===== src/hw/capw_pkg.sv =====
package capw_pkg;

    // ----------------------------------------
    // register map (byte addresses)
    // ----------------------------------------
    localparam logic [7:0] OFF_CTRL = 8'h00;
    localparam logic [7:0] OFF_MODE = 8'h04;
    localparam logic [7:0] OFF_PWMCFG = 8'h08;
    localparam logic [7:0] OFF_CNT_LO = 8'h0C;
    localparam logic [7:0] OFF_CNT_HI = 8'h10;
    localparam logic [7:0] OFF_MMODE_BASE = 8'h20;
    localparam logic [7:0] OFF_CPL_BASE = 8'h30;
    localparam logic [7:0] OFF_CPH_BASE = 8'h40;
    localparam logic [7:0] MOD_STRIDE = 8'h04;

    // ----------------------------------------
    // field positions and reset values
    // ----------------------------------------
    localparam int CTRL_CF = 7;
    localparam int CTRL_CR = 6;
    localparam int MD_IDLE = 7;
    localparam int MD_WATCHDOG_ENABLE = 6;
    localparam int MD_WATCHDOG_LOCK = 5;
    localparam int MD_CPS_LSB = 1;
    localparam int MD_ECF = 0;
    localparam int PC_RELOAD_VIEW_SELECT = 7;
    localparam int PC_ECOV = 6;
    localparam int PC_CYCLE_OVERFLOW_FLAG = 5;
    localparam int WDT_MOD = 2;
    localparam logic [2:0] CPS_RESET = 3'h0;
    localparam logic [7:0] BYTE_ZERO = 8'h00;
    localparam logic [7:0] BYTE_ONES = 8'hFF;
    localparam logic [15:0] WORD_ONES = 16'hFFFF;

    // ----------------------------------------
    // counter clock and cycle lengths
    // ----------------------------------------
    localparam logic [3:0] DIV_SLOW = 4'd12;
    localparam logic [3:0] DIV_FAST = 4'd4;
    localparam logic [3:0] DIV_NONE = 4'd1;
    localparam logic [15:0] MASK_8 = 16'h00FF;
    localparam logic [15:0] MASK_9 = 16'h01FF;
    localparam logic [15:0] MASK_10 = 16'h03FF;
    localparam logic [15:0] MASK_11 = 16'h07FF;

    typedef enum logic [1:0] {CL_8, CL_9, CL_10, CL_11} capw_cycle_length_select_e;

    typedef struct packed {
        logic wide_pwm_select;
        logic comparator_enable;
        logic cap_pos;
        logic cap_neg;
        logic match_flag_enable;
        logic toggle;
        logic pwm_select;
        logic module_irq_enable;
    } capw_mode_s;

    typedef struct packed {
        logic psel;
        logic penable;
        logic pwrite;
        logic [7:0] paddr;
        logic [31:0] pwdata;
    } capw_apb_req_s;

    typedef struct packed {
        logic pready;
        logic pslverr;
        logic [31:0] prdata;
    } capw_apb_rsp_s;

endpackage : capw_pkg


===== src/hw/capw_top.sv =====
// Notes on behaviour
// - 8-bit PWM: output high on low-byte compare match, low on low-byte overflow
// - 8-bit PWM: on low-byte wrap, compare high byte copies into compare low byte
// - 8-bit PWM selected by comparator enable, pwm select, wide select clear and cycle length 00
// - match flag enable set: each comparator match sets the module event flag
// - 8-bit PWM: cycle overflow flag set on each low-byte overflow, every 256
// - compare low write clears comparator enable, high write sets it
// - 8-bit duty is (256 - high byte)/256; zero gives constant high
// - any PWM mode: comparator enable clear holds output low
// - reload view select routes compare addresses to the auto-reload register
// - N-bit PWM: high on N-bit compare match, low on overflow into bit N
// - N-bit overflow sets cycle overflow flag and loads auto-reload into compare
// - cycle length field picks N of 9, 10 or 11
// - 16-bit PWM: high on full match, low on counter overflow
// - 16-bit PWM: counter overflow flag marks falling edge; software paces writes
// - watchdog enable makes module 2 a watchdog on the counter high byte
// - after reset watchdog on, counter clock divide by 12, bytes zero
// - watchdog on: counter runs, counter writes, clock, idle and module 2 mode frozen
// - watchdog on: run bit writes do not stop counter; reads software value
// - update byte write loads counter high byte plus offset byte
// - watchdog reset when low byte overflows while update byte equals high byte
// - watchdog on: writing 1 to module 2 event flag forces watchdog reset
// - enable or lock turns watchdog on; lock holds until system reset
// - counter overflow flag set on 16-bit wrap, held until software clears
//
// The address map and the APB register port were decided locally.
`timescale 1ns/10ps
module capw_top #(
    parameter int NUM_MOD = 3
) (
    input wire logic ref_clk,
    input wire logic rst,
    input wire logic idle_mode,
    input wire capw_pkg::capw_apb_req_s apb_req,
    output capw_pkg::capw_apb_rsp_s apb_rsp,
    output logic [NUM_MOD-1:0] module_output_pin,
    output logic watchdog_reset
);
    import capw_pkg::*;

    // ----------------------------------------
    // elaboration check
    // ----------------------------------------
    if (NUM_MOD <= WDT_MOD || NUM_MOD > 4)
    begin : g_bad
        $error("NUM_MOD must be 3 or 4");
    end

    function automatic logic [7:0] slot(input logic [7:0] base, input int idx);
        slot = base + 8'(idx) * MOD_STRIDE;
    endfunction : slot

    function automatic logic [15:0] len_mask(input logic [1:0] cl);
        unique case (capw_cycle_length_select_e'(cl))
            CL_8: len_mask = MASK_8;
            CL_9: len_mask = MASK_9;
            CL_10: len_mask = MASK_10;
            CL_11: len_mask = MASK_11;
        endcase
    endfunction : len_mask

    function automatic logic [3:0] cps_div(input logic [2:0] cps);
        cps_div = (cps == CPS_RESET) ? DIV_SLOW : ((cps == 3'h1) ? DIV_FAST : DIV_NONE);
    endfunction : cps_div

    // ----------------------------------------
    // state
    // ----------------------------------------
    capw_apb_rsp_s rsp_ff;
    logic [15:0] cnt_ff;
    logic [3:0] presc_ff;
    logic cf_ff, cr_ff, idle_sus_ff, watchdog_enable_ff, watchdog_lock_ff, ecf_ff;
    logic [2:0] cps_ff;
    logic reload_view_select_ff, ecov_ff, cycle_overflow_flag_ff;
    logic [1:0] cycle_length_select_ff;
    capw_mode_s mode_ff [NUM_MOD];
    logic [7:0] cpl_ff [NUM_MOD];
    logic [7:0] cph_ff [NUM_MOD];
    logic [10:0] arr_ff [NUM_MOD];
    logic [NUM_MOD-1:0] ccf_ff, out_ff;
    logic wdt_rst_ff;

    // ----------------------------------------
    // bus decode
    // ----------------------------------------
    wire logic [7:0] addr = apb_req.paddr;
    wire logic [7:0] wd = apb_req.pwdata[7:0];
    wire logic access = apb_req.psel & apb_req.penable;
    wire logic fire = access & rsp_ff.pready;
    wire logic wr_fire = fire & apb_req.pwrite;
    wire logic hit_ctrl = addr == OFF_CTRL;
    wire logic hit_mode = addr == OFF_MODE;
    wire logic hit_pcfg = addr == OFF_PWMCFG;
    wire logic hit_clo = addr == OFF_CNT_LO;
    wire logic hit_chi = addr == OFF_CNT_HI;
    wire logic wdt_en = watchdog_enable_ff | watchdog_lock_ff;
    wire logic wr_ctrl = wr_fire & hit_ctrl;
    wire logic wr_mode = wr_fire & hit_mode;
    wire logic wr_pcfg = wr_fire & hit_pcfg;
    wire logic wr_cnt_lo = wr_fire & hit_clo & ~wdt_en;
    wire logic wr_cnt_hi = wr_fire & hit_chi & ~wdt_en;
    logic [NUM_MOD-1:0] hit_mm, hit_cl, hit_ch;
    logic [NUM_MOD-1:0] wr_mm, wr_cl, wr_ch, wr_al, wr_ah;
    always_comb
    begin
        for (int i = 0; i < NUM_MOD; i++)
        begin
            hit_mm[i] = addr == slot(OFF_MMODE_BASE, i);
            hit_cl[i] = addr == slot(OFF_CPL_BASE, i);
            hit_ch[i] = addr == slot(OFF_CPH_BASE, i);
            // module 2 mode frozen under watchdog
            wr_mm[i] = wr_fire & hit_mm[i] & ~(i == WDT_MOD && wdt_en);
            wr_cl[i] = wr_fire & hit_cl[i] & ~reload_view_select_ff;
            wr_ch[i] = wr_fire & hit_ch[i] & ~reload_view_select_ff;
            wr_al[i] = wr_fire & hit_cl[i] & reload_view_select_ff;
            wr_ah[i] = wr_fire & hit_ch[i] & reload_view_select_ff;
        end
    end
    wire logic mapped = hit_ctrl | hit_mode | hit_pcfg | hit_clo | hit_chi
                        | (|hit_mm) | (|hit_cl) | (|hit_ch);

    // ----------------------------------------
    // counter timebase
    // ----------------------------------------
    wire logic run = (cr_ff | wdt_en) & ~(idle_sus_ff & idle_mode);
    wire logic [3:0] div = cps_div(cps_ff);
    wire logic tick = run & (presc_ff == div - 4'd1);
    wire logic [15:0] cnt_inc = cnt_ff + 16'd1;
    wire logic [15:0] nmask = len_mask(cycle_length_select_ff);
    wire logic lo_ovf = tick & (cnt_ff[7:0] == BYTE_ONES);
    wire logic full_ovf = tick & (cnt_ff == WORD_ONES);
    wire logic n_ovf = tick & ((cnt_ff & nmask) == nmask);
    wire logic pwm8 = cycle_length_select_ff == 2'(CL_8);
    wire logic [7:0] upd_val = cnt_ff[15:8] + cpl_ff[WDT_MOD];
    wire logic wdt_hit = cph_ff[WDT_MOD] == cnt_ff[15:8];

    // ----------------------------------------
    // per-module compare and output
    // ----------------------------------------
    logic [NUM_MOD-1:0] is_pwm, wide, match, fall, reload;
    logic [15:0] cp_now [NUM_MOD];
    logic [15:0] rl_word [NUM_MOD];
    logic [15:0] cmp_ref [NUM_MOD];
    always_comb
    begin
        for (int i = 0; i < NUM_MOD; i++)
        begin
            // watchdog forces module 2 into software timer
            is_pwm[i] = mode_ff[i].pwm_select & ~(i == WDT_MOD && wdt_en);
            wide[i] = is_pwm[i] & mode_ff[i].wide_pwm_select;
            cp_now[i] = {cph_ff[i], cpl_ff[i]};
            // 8-bit keeps high byte and copies it down
            rl_word[i] = pwm8 ? {cph_ff[i], cph_ff[i]} : {5'h00, arr_ff[i]};
            reload[i] = is_pwm[i] & ~wide[i] & n_ovf;
            // the reloaded value is what the new count meets
            cmp_ref[i] = reload[i] ? rl_word[i] : cp_now[i];
            if (wide[i] || !is_pwm[i])
            begin
                match[i] = tick & (cnt_inc == cp_now[i]);
                fall[i] = full_ovf;
            end
            else
            begin
                match[i] = tick & ((cnt_inc & nmask) == (cmp_ref[i] & nmask));
                fall[i] = n_ovf;
            end
        end
    end

    // ----------------------------------------
    // read data
    // ----------------------------------------
    logic [7:0] rd_byte;
    always_comb
    begin
        rd_byte = BYTE_ZERO;
        if (hit_ctrl)
            rd_byte = {cf_ff, cr_ff, 3'h0, ccf_ff[2:0]};
        if (hit_mode)
            rd_byte = {idle_sus_ff, watchdog_enable_ff, watchdog_lock_ff, 1'b0, cps_ff, ecf_ff};
        if (hit_pcfg)
            rd_byte = {reload_view_select_ff, ecov_ff, cycle_overflow_flag_ff, 3'h0, cycle_length_select_ff};
        if (hit_clo)
            rd_byte = cnt_ff[7:0];
        if (hit_chi)
            rd_byte = cnt_ff[15:8];
        for (int i = 0; i < NUM_MOD; i++)
        begin
            if (hit_mm[i])
                rd_byte = mode_ff[i];
            if (hit_cl[i])
                rd_byte = reload_view_select_ff ? arr_ff[i][7:0] : cpl_ff[i];
            if (hit_ch[i])
                rd_byte = reload_view_select_ff ? {5'h00, arr_ff[i][10:8]} : cph_ff[i];
        end
    end

    // ----------------------------------------
    // bus slave: one wait state, then ready
    // ----------------------------------------
    always_ff @(posedge ref_clk)
    begin
        if (rst)
            rsp_ff <= '0;
        else
        begin
            rsp_ff.pready <= access & ~rsp_ff.pready;
            rsp_ff.pslverr <= access & ~rsp_ff.pready & ~mapped;
            rsp_ff.prdata <= (access & ~rsp_ff.pready) ? {24'h000000, rd_byte} : '0;
        end
    end

    // ----------------------------------------
    // counter, control and mode
    // ----------------------------------------
    always_ff @(posedge ref_clk)
    begin
        if (rst)
        begin
            presc_ff <= '0;
            cnt_ff <= '0;
            cf_ff <= 1'b0;
            cr_ff <= 1'b0;
            idle_sus_ff <= 1'b0;
            watchdog_enable_ff <= 1'b1;
            watchdog_lock_ff <= 1'b0;
            cps_ff <= CPS_RESET;
            ecf_ff <= 1'b0;
            reload_view_select_ff <= 1'b0;
            ecov_ff <= 1'b0;
            cycle_overflow_flag_ff <= 1'b0;
            cycle_length_select_ff <= '0;
            wdt_rst_ff <= 1'b0;
        end
        else
        begin
            presc_ff <= (!run || tick) ? 4'h0 : presc_ff + 4'h1;
            if (wr_cnt_lo)
                cnt_ff[7:0] <= wd;
            else if (wr_cnt_hi)
                cnt_ff[15:8] <= wd;
            else if (tick)
                cnt_ff <= cnt_inc;
            // set wins over a clearing write
            cf_ff <= full_ovf | (cf_ff & ~(wr_ctrl & ~wd[CTRL_CF]));
            if (wr_ctrl)
                cr_ff <= wd[CTRL_CR];
            if (wr_mode)
            begin
                watchdog_enable_ff <= wd[MD_WATCHDOG_ENABLE];
                watchdog_lock_ff <= watchdog_lock_ff | wd[MD_WATCHDOG_LOCK];
                ecf_ff <= wd[MD_ECF];
                if (!wdt_en)
                begin
                    idle_sus_ff <= wd[MD_IDLE];
                    cps_ff <= wd[MD_CPS_LSB +: 3];
                end
            end
            if (wr_pcfg)
            begin
                reload_view_select_ff <= wd[PC_RELOAD_VIEW_SELECT];
                ecov_ff <= wd[PC_ECOV];
                cycle_length_select_ff <= wd[1:0];
            end
            cycle_overflow_flag_ff <= n_ovf | (cycle_overflow_flag_ff & ~(wr_pcfg & ~wd[PC_CYCLE_OVERFLOW_FLAG]));
            wdt_rst_ff <= wdt_en & ((lo_ovf & wdt_hit)
                                    | (wr_ctrl & wd[WDT_MOD]));
        end
    end

    always_ff @(posedge ref_clk)
    begin
        for (int i = 0; i < NUM_MOD; i++)
        begin
            if (rst)
            begin
                mode_ff[i] <= '0;
                cpl_ff[i] <= BYTE_ZERO;
                cph_ff[i] <= BYTE_ZERO;
                arr_ff[i] <= '0;
                ccf_ff[i] <= 1'b0;
                out_ff[i] <= 1'b0;
            end
            else
            begin
                if (wr_mm[i])
                    mode_ff[i] <= wd;
                else if (wr_cl[i])
                    mode_ff[i].comparator_enable <= 1'b0;
                else if (wr_ch[i] && !(i == WDT_MOD && wdt_en))
                    mode_ff[i].comparator_enable <= 1'b1;
                // software write wins over a same-cycle reload
                if (wr_cl[i])
                    cpl_ff[i] <= wd;
                else if (reload[i])
                    cpl_ff[i] <= rl_word[i][7:0];
                if (wr_ch[i])
                    cph_ff[i] <= (i == WDT_MOD && wdt_en) ? upd_val : wd;
                else if (reload[i])
                    cph_ff[i] <= rl_word[i][15:8];
                if (wr_al[i])
                    arr_ff[i][7:0] <= wd;
                if (wr_ah[i])
                    arr_ff[i][10:8] <= wd[2:0];
                ccf_ff[i] <= (match[i] & mode_ff[i].comparator_enable
                              & mode_ff[i].match_flag_enable)
                             | (ccf_ff[i] & ~(wr_ctrl & ~wd[i]));
                if (!is_pwm[i] || !mode_ff[i].comparator_enable)
                    out_ff[i] <= 1'b0;
                else if (match[i])
                    out_ff[i] <= 1'b1;
                else if (fall[i])
                    out_ff[i] <= 1'b0;
            end
        end
    end

    assign apb_rsp = rsp_ff;
    assign module_output_pin = out_ff;
    assign watchdog_reset = wdt_rst_ff;

    wire logic m0_on = is_pwm[0] & mode_ff[0].comparator_enable;
endmodule : capw_top


===== config.mk =====
export PLATFORM = sky130hd
export DESIGN_NAME = capw_top
export DESIGN_NICKNAME = d
export VERILOG_FILES = /design/src/hw/capw_pkg.sv /design/src/hw/capw_top.sv
export SDC_FILE = /design/constraint.sdc
export NUM_CORES = 1
export LEC_CHECK = 0
export BUFFER_PORTS_ARGS = -buffer_cell sky130_fd_sc_hd__buf_2
export CELL_PAD_IN_SITES_DETAIL_PLACEMENT = 0
export CELL_PAD_IN_SITES_GLOBAL_PLACEMENT = 1
export CORE_ASPECT_RATIO = 2
export CORE_UTILIZATION = 37
export CTS_CLUSTER_SIZE = 24
export DETAILED_ROUTE_END_ITERATION = 16
export PLACE_DENSITY_LB_ADDON = 0.1
export SYNTH_ARGS = -nofsm -noshare
export SYNTH_HDL_FRONTEND = slang
export SYNTH_SLANG_ARGS = --single-unit

===== constraint.sdc =====
create_clock -name ref_clk -period 7.05 [get_ports ref_clk]
set_input_delay 1.0575 -clock ref_clk [delete_from_list [all_inputs] [get_ports ref_clk]]
set_output_delay 1.0575 -clock ref_clk [all_outputs]
set_load 0.01 [all_outputs]

Word-level counts from Yosys, hierarchy flattened
Memories as Yosys holds them, arrays and structs flattened. Cells that the tools add are included.

Add/sub/neg operators: 4. Equality and inequality tests: 29. Multiplexer cells: 163. Bitwise gates (word level): 143. Reductions and logical operators: 35.

Operators with widths (number): $mux 8 (42); $eq 16x16->1 (7); $mux 16 (7); $mux 1 (108); $and 16x16->16 (5); $and 1x1->1 (75); $pmux 16 s4 (1); $eq 8x6->1 const B (6); $or 1x1->1 (43); $eq 8x7->1 const B (3); $not 1->1 (20); $add 16x1->16 const B (1); $eq 16x16->1 const B (1); $eq 8x4->1 const B (2); $mux 3 (4); $reduce_bool 2->1 (5); $reduce_or 2->1 (5); $reduce_or 3->1 (3); $add 8x8->8 (1); $eq 8x3->1 const B (1); $eq 8x5->1 const B (1); $eq 8x8->1 (1); $eq 8x8->1 const B (1); $logic_not 1->1 (8); 14 further kinds (23).

Register bits: 75. Memory bits (writable): 105. Input port bits: 46. Output and inout bits: 38. Logic and storage cells: 401. Memories kept: 4.

Memories: arr_ff (depth 3, width 11, rd ports 3, clocked after memory_dff 0, write ports 3, line capw_top.sv:79) `logic [10:0] arr_ff [NUM_MOD];`; cph_ff (depth 3, width 8, rd ports 3, clocked after memory_dff 0, write ports 3, line capw_top.sv:78) `logic [7:0] cph_ff [NUM_MOD];`; cpl_ff (depth 3, width 8, rd ports 3, clocked after memory_dff 0, write ports 3, line capw_top.sv:77) `logic [7:0] cpl_ff [NUM_MOD];`; mode_ff (depth 3, width 8, rd ports 3, clocked after memory_dff 0, write ports 3, line capw_top.sv:76) `capw_mode_s mode_ff [NUM_MOD];`.

Logic depth before layout (Yosys ltp)
Word-level depth: 16. Mapped depth: 12. Mapped depth without buffers: 12.

Worst setup path before layout
Ideal clock, no wire load.

Kind: input -> register. Start point: in apb_req[34] (netlist bit). End point: mem cpl_ff[1][0], enable pin. Library setup time: 0.331 ns. Arrival time: 2.945 ns. Required time: 6.719 ns. Path slack: 3.775 ns. Stages on the path: 6. Path buffers: 2. Path through: buf_2 > or4b_2 > nor4_1 > clkbuf_1 > a21oi_1 > nand2_1.

RTL lines: from (decl) (line capw_top.sv:34) `input wire capw_pkg::capw_apb_req_s apb_req,`; to (decl) (line capw_top.sv:77).

Final worst setup path
Start point: reg cnt_ff[0]. End point: reg ccf_ff[2].

Longest elaborated chain between the ends: 12. Elaborated cells on any way between the ends: 16. Classes of those cells: add/sub: 1; eq/ne: 3; mux: 2; bitwise: 10.

Ends and longest elaborated chain: from (decl) (line capw_top.sv:70) `logic [15:0] cnt_ff;`; from (signal assigned) (line capw_top.sv:239) `cnt_ff[7:0] <= wd;`; from (signal assigned) (line capw_top.sv:243) `cnt_ff <= cnt_inc;`; $and 16x16->16 (line capw_top.sv:132) `wire logic n_ovf = tick & ((cnt_ff & nmask) == nmask);`; $eq 16x16->1 (line capw_top.sv:132); $and 1x1->1 (line capw_top.sv:132); $and 1x1->1 (line capw_top.sv:154) `reload[i] = is_pwm[i] & ~wide[i] & n_ovf;`; $mux 16 (line capw_top.sv:156) `cmp_ref[i] = reload[i] ? rl_word[i] : cp_now[i];`; $and 16x16->16 (line capw_top.sv:164) `match[i] = tick & ((cnt_inc & nmask) == (cmp_ref[i] & nmask));`; $eq 16x16->1 (line capw_top.sv:164); $and 1x1->1 (line capw_top.sv:164); $mux 1 * (line capw_top.sv:157) `if (wide[i] || !is_pwm[i])`; $and 1x1->1 * (line capw_top.sv:305) `ccf_ff[i] <= (match[i] & mode_ff[i].comparator_enable`; $and 1x1->1 * (line capw_top.sv:306) `& mode_ff[i].match_flag_enable)`; $or 1x1->1 * (line capw_top.sv:307) `| (ccf_ff[i] & ~(wr_ctrl & ~wd[i]));`; to (signal, indexed assignment) (line capw_top.sv:305); to (decl) (line capw_top.sv:80) `logic [NUM_MOD-1:0] ccf_ff, out_ff;`.

Every way passes the cells marked *; elsewhere a longest branch is shown, timed or not. A chain may end at the register's enable or synchronous reset.

==> key figures <==
Synthesis
  – Post-Syn Instances: 1,196
  – Post-synthesis sequential area ratio: 39.13%
  – Leading post-synthesis cells by cell area: edfxtp_1 (30%), dfxtp_1 (9.6%), xnor2_1 (5.2%)
  – Cell variety after synth: 79
  – Most frequent cell after synthesis: nand2_1
  – Fraction of registers with async set/reset: 0%
  – Top cells by count, synth: nand2_1 (127), edfxtp_1 (105), nor2_1 (105)
  – Post-synth EDFFs: 105
  – Ys Warns: 0
  – Syn_area_per_cell: 8.920 sq um
  – Cell taking the most area after synthesis: edfxtp_1
  – Mapped Area: 10,670 sq um
  – Main synth FF type: edfxtp_1
  – Flops & latches, synth: 156
  – Share of the synthesized area in the top cell type: 29.56%

Timing
  – Post-route clock period utilization: 58.13%
  – Worst rel slew slack: 21.88%
  – Tightest Pin Transition: 1.167 ns
  – Minimum clock period: 4.098 ns
  – Setup-failing EPs final: 0
  – Max-slew violation count: 0
  – Maximum achievable frequency: 244.0 MHz
  – Setup TNS: 0 ns
  – Final Hold Vio Count: 0
  – RSZ-0062 raised after global routing: no
  – Clock skew: 0.01088 ns

Clocking
  – Max Root-Sink Buffers: 2
  – Post-CTS resize count: 0
  – CTS Root Cell: clkbuf_16
  – Htree depth: 4
  – Clock sink count: 156
  – Post-CTS Hold Fix Bufs: 0
  – CTS buffer count: 17
  – Post-CTS Setup Inserts: 0
  – Clock Latency Late Sink: 0.46 ns
  – Clock-pin slew on the worst setup and hold paths: 0.07 ns
  – CTS tree: done

Critical path
  – Worst Setup End Kind: register
  – Crit path required time: 7.44 ns
  – Kind of critical path: register to register
  – Maximum fanout along the worst path: 14
  – Worst setup SP type: register
  – Arrival time at the worst endpoint: 4.49 ns

Routing
  – Total number of vias: 9,650
  – TritonRoute pass-1 iters: 5
  – ANT nets after route: 0
  – DRC: 0
  – Detailed Route Iter0 Violations: 974
  – Routed wire length: 46.20 mm
  – DR WL/cell: 29.61 microns
  – DR vias/cell: 6.186

Finish
  – Multi-input gate area: 6030 sq um
  – Sequential Area: 4175 sq um
  – Core Util, Final: 41.03%
  – FILL cells: 2,891
  – Layout area overhead: 8.867%
  – NumNets Final: 1,246
  – Layout cells sized above 1: 9.559%

Floorplan
  – Die H: 242.1 microns
  – Die X-Extent: 122.1 microns
  – DIE AREA: 29,560 sq um
  – Io pins: 84
  – Starting Density: 37.69%
  – Core area: 28,300 sq um
  – Row Count: 87

Power
  – Total Power: 2.110 mW
  – Pleak: 4.006 nW
  – Pwr Density: 181.7 nW/um^2
  – Maximum VDD drop: 0.0001801 V

Global route
  – First-pass GRT wire length: 65.92 mm
  – Largest net degree at the start of global routing: 50
  – Gr usage total: 32.05%
  – Initial antenna violation count: 2
  – Global route overflow: 0
  – Vias in the first global route: 9,400

Run status
  – Status: completed

Place
  – HPWL after DPL: 33.54 mm
  – Gpl congestion: 0.9569
  – Port buffer count: 35

Hold path
  – Min-delay worst type: register to register

Job
  – Maxcap violations: 0
[layout make-up]
type / count / share of cell area (%)
Inverter: 15 / 0.4848
Antenna cell: 1 / 0.02155
Multi-Input combinational cell: 946 / 51.92
Clock inverter: 15 / 1.390
Timing Repair Buffer: 54 / 2.736
Sequential cell: 156 / 35.95
Tap cell: 356 / 3.835
Clock buffer: 17 / 3.663
[state kept, by name, summed over array words and instances, names as in the netlist, 4 cells and up]
signal	flops
presc_ff	4
apb_rsp	10
cpl_ff	24
arr_ff	33
cph_ff	24
mode_ff	24
cnt_ff	16
[layout by cell type (no fill, tap or decap), types with 13 or more instances in the layout]
cell	Yosys	final
clkbuf_16	0	17
nor3_1	28	28
and2_1	51	51
o21ai_0	66	66
nand3_1	37	37
nand2_1	127	127
buf_2	8	35
mux2i_1	51	51
buf_4	26	19
conb_1	1	24
a211oi_1	25	25
inv_1	15	15
edfxtp_1	105	105
dfxtp_1	51	50
nand4_1	15	15
o211ai_1	13	13
nor2_1	105	105
a21oi_1	81	81
xor2_1	32	32
xnor2_1	63	63
[worst max-delay path, stage by stage (launching register included)]
cell and delay [ns]:
dfxtp_1 0.96, ha_1 0.39, nand3_4 0.14, or2_1 0.46, nor3_2 0.31, nand3_2 0.38
or4_1 0.67, a21o_1 0.19, nor4_2 0.13, o21ai_1 0.20, o21ai_1 0.19
[worst paths after layout]
path                            startpoint        end  depth (start not counted)  slack (ns)
worst max-delay path             cnt_ff[0]  ccf_ff[2]                         10        2.95
worst min-delay path                ecf_ff     ecf_ff                          2        0.47
worst max register to register   cnt_ff[0]  ccf_ff[2]                         10        2.95
worst min register to register      ecf_ff     ecf_ff                          2        0.47
[cell families (layout without fill, tap and decap cells)]
logic type | count (synthesis) | after routing | synth area share, %
and+or+nand+nor | 459 | 459 | 21.64
AOI/OAI and AO/OA | 292 | 292 | 17.68
DFF | 156 | 156 | 39.13
buffers and inverters | 117 | 101 | 5.278
xor gates and xnor gates | 101 | 101 | 9.160
muxes | 60 | 60 | 5.841
adders and majority gates | 10 | 10 | 1.243
other | 1 | 25 | 0.03515
[power breakdown]
group	total, mW	internal [mW]	switching (mW)	leakage (nW)
logic	0.132	0.0372	0.0947	2.22
registers	1.03	0.996	0.0319	1.50
clock network	0.950	0.526	0.424	0.282
[stage by stage]
stage | setup WS [ns] | cells | hold WS (ns) | cell area, sq um
2_1_floorplan | 3.775 | 1219 | 0.4331 | 10750
3_3_place_gp | 2.744 | 1527 | 0.4459 | 11020
3_5_place_dp | 2.756 | 1527 | 0.4631 | 11020
4_1_cts | 3.002 | 1559 | 0.4721 | 11610
5_1_grt | 2.862 | 1559 | 0.4847 | 11610
6_report | 2.952 | 1560 | 0.4690 | 11610
[per-layer routing]
metal  share of wire [%]  GRT usage [%]  up-vias
met5               0.035              0        -
met4                 8.8          24.96        2
met3                 5.8          4.849      167
met2                  50          54.24      484
met1                  35          35.07     4678
li1                    -              -     4319
No activity file was read; power rests on OpenSTA's default activity.
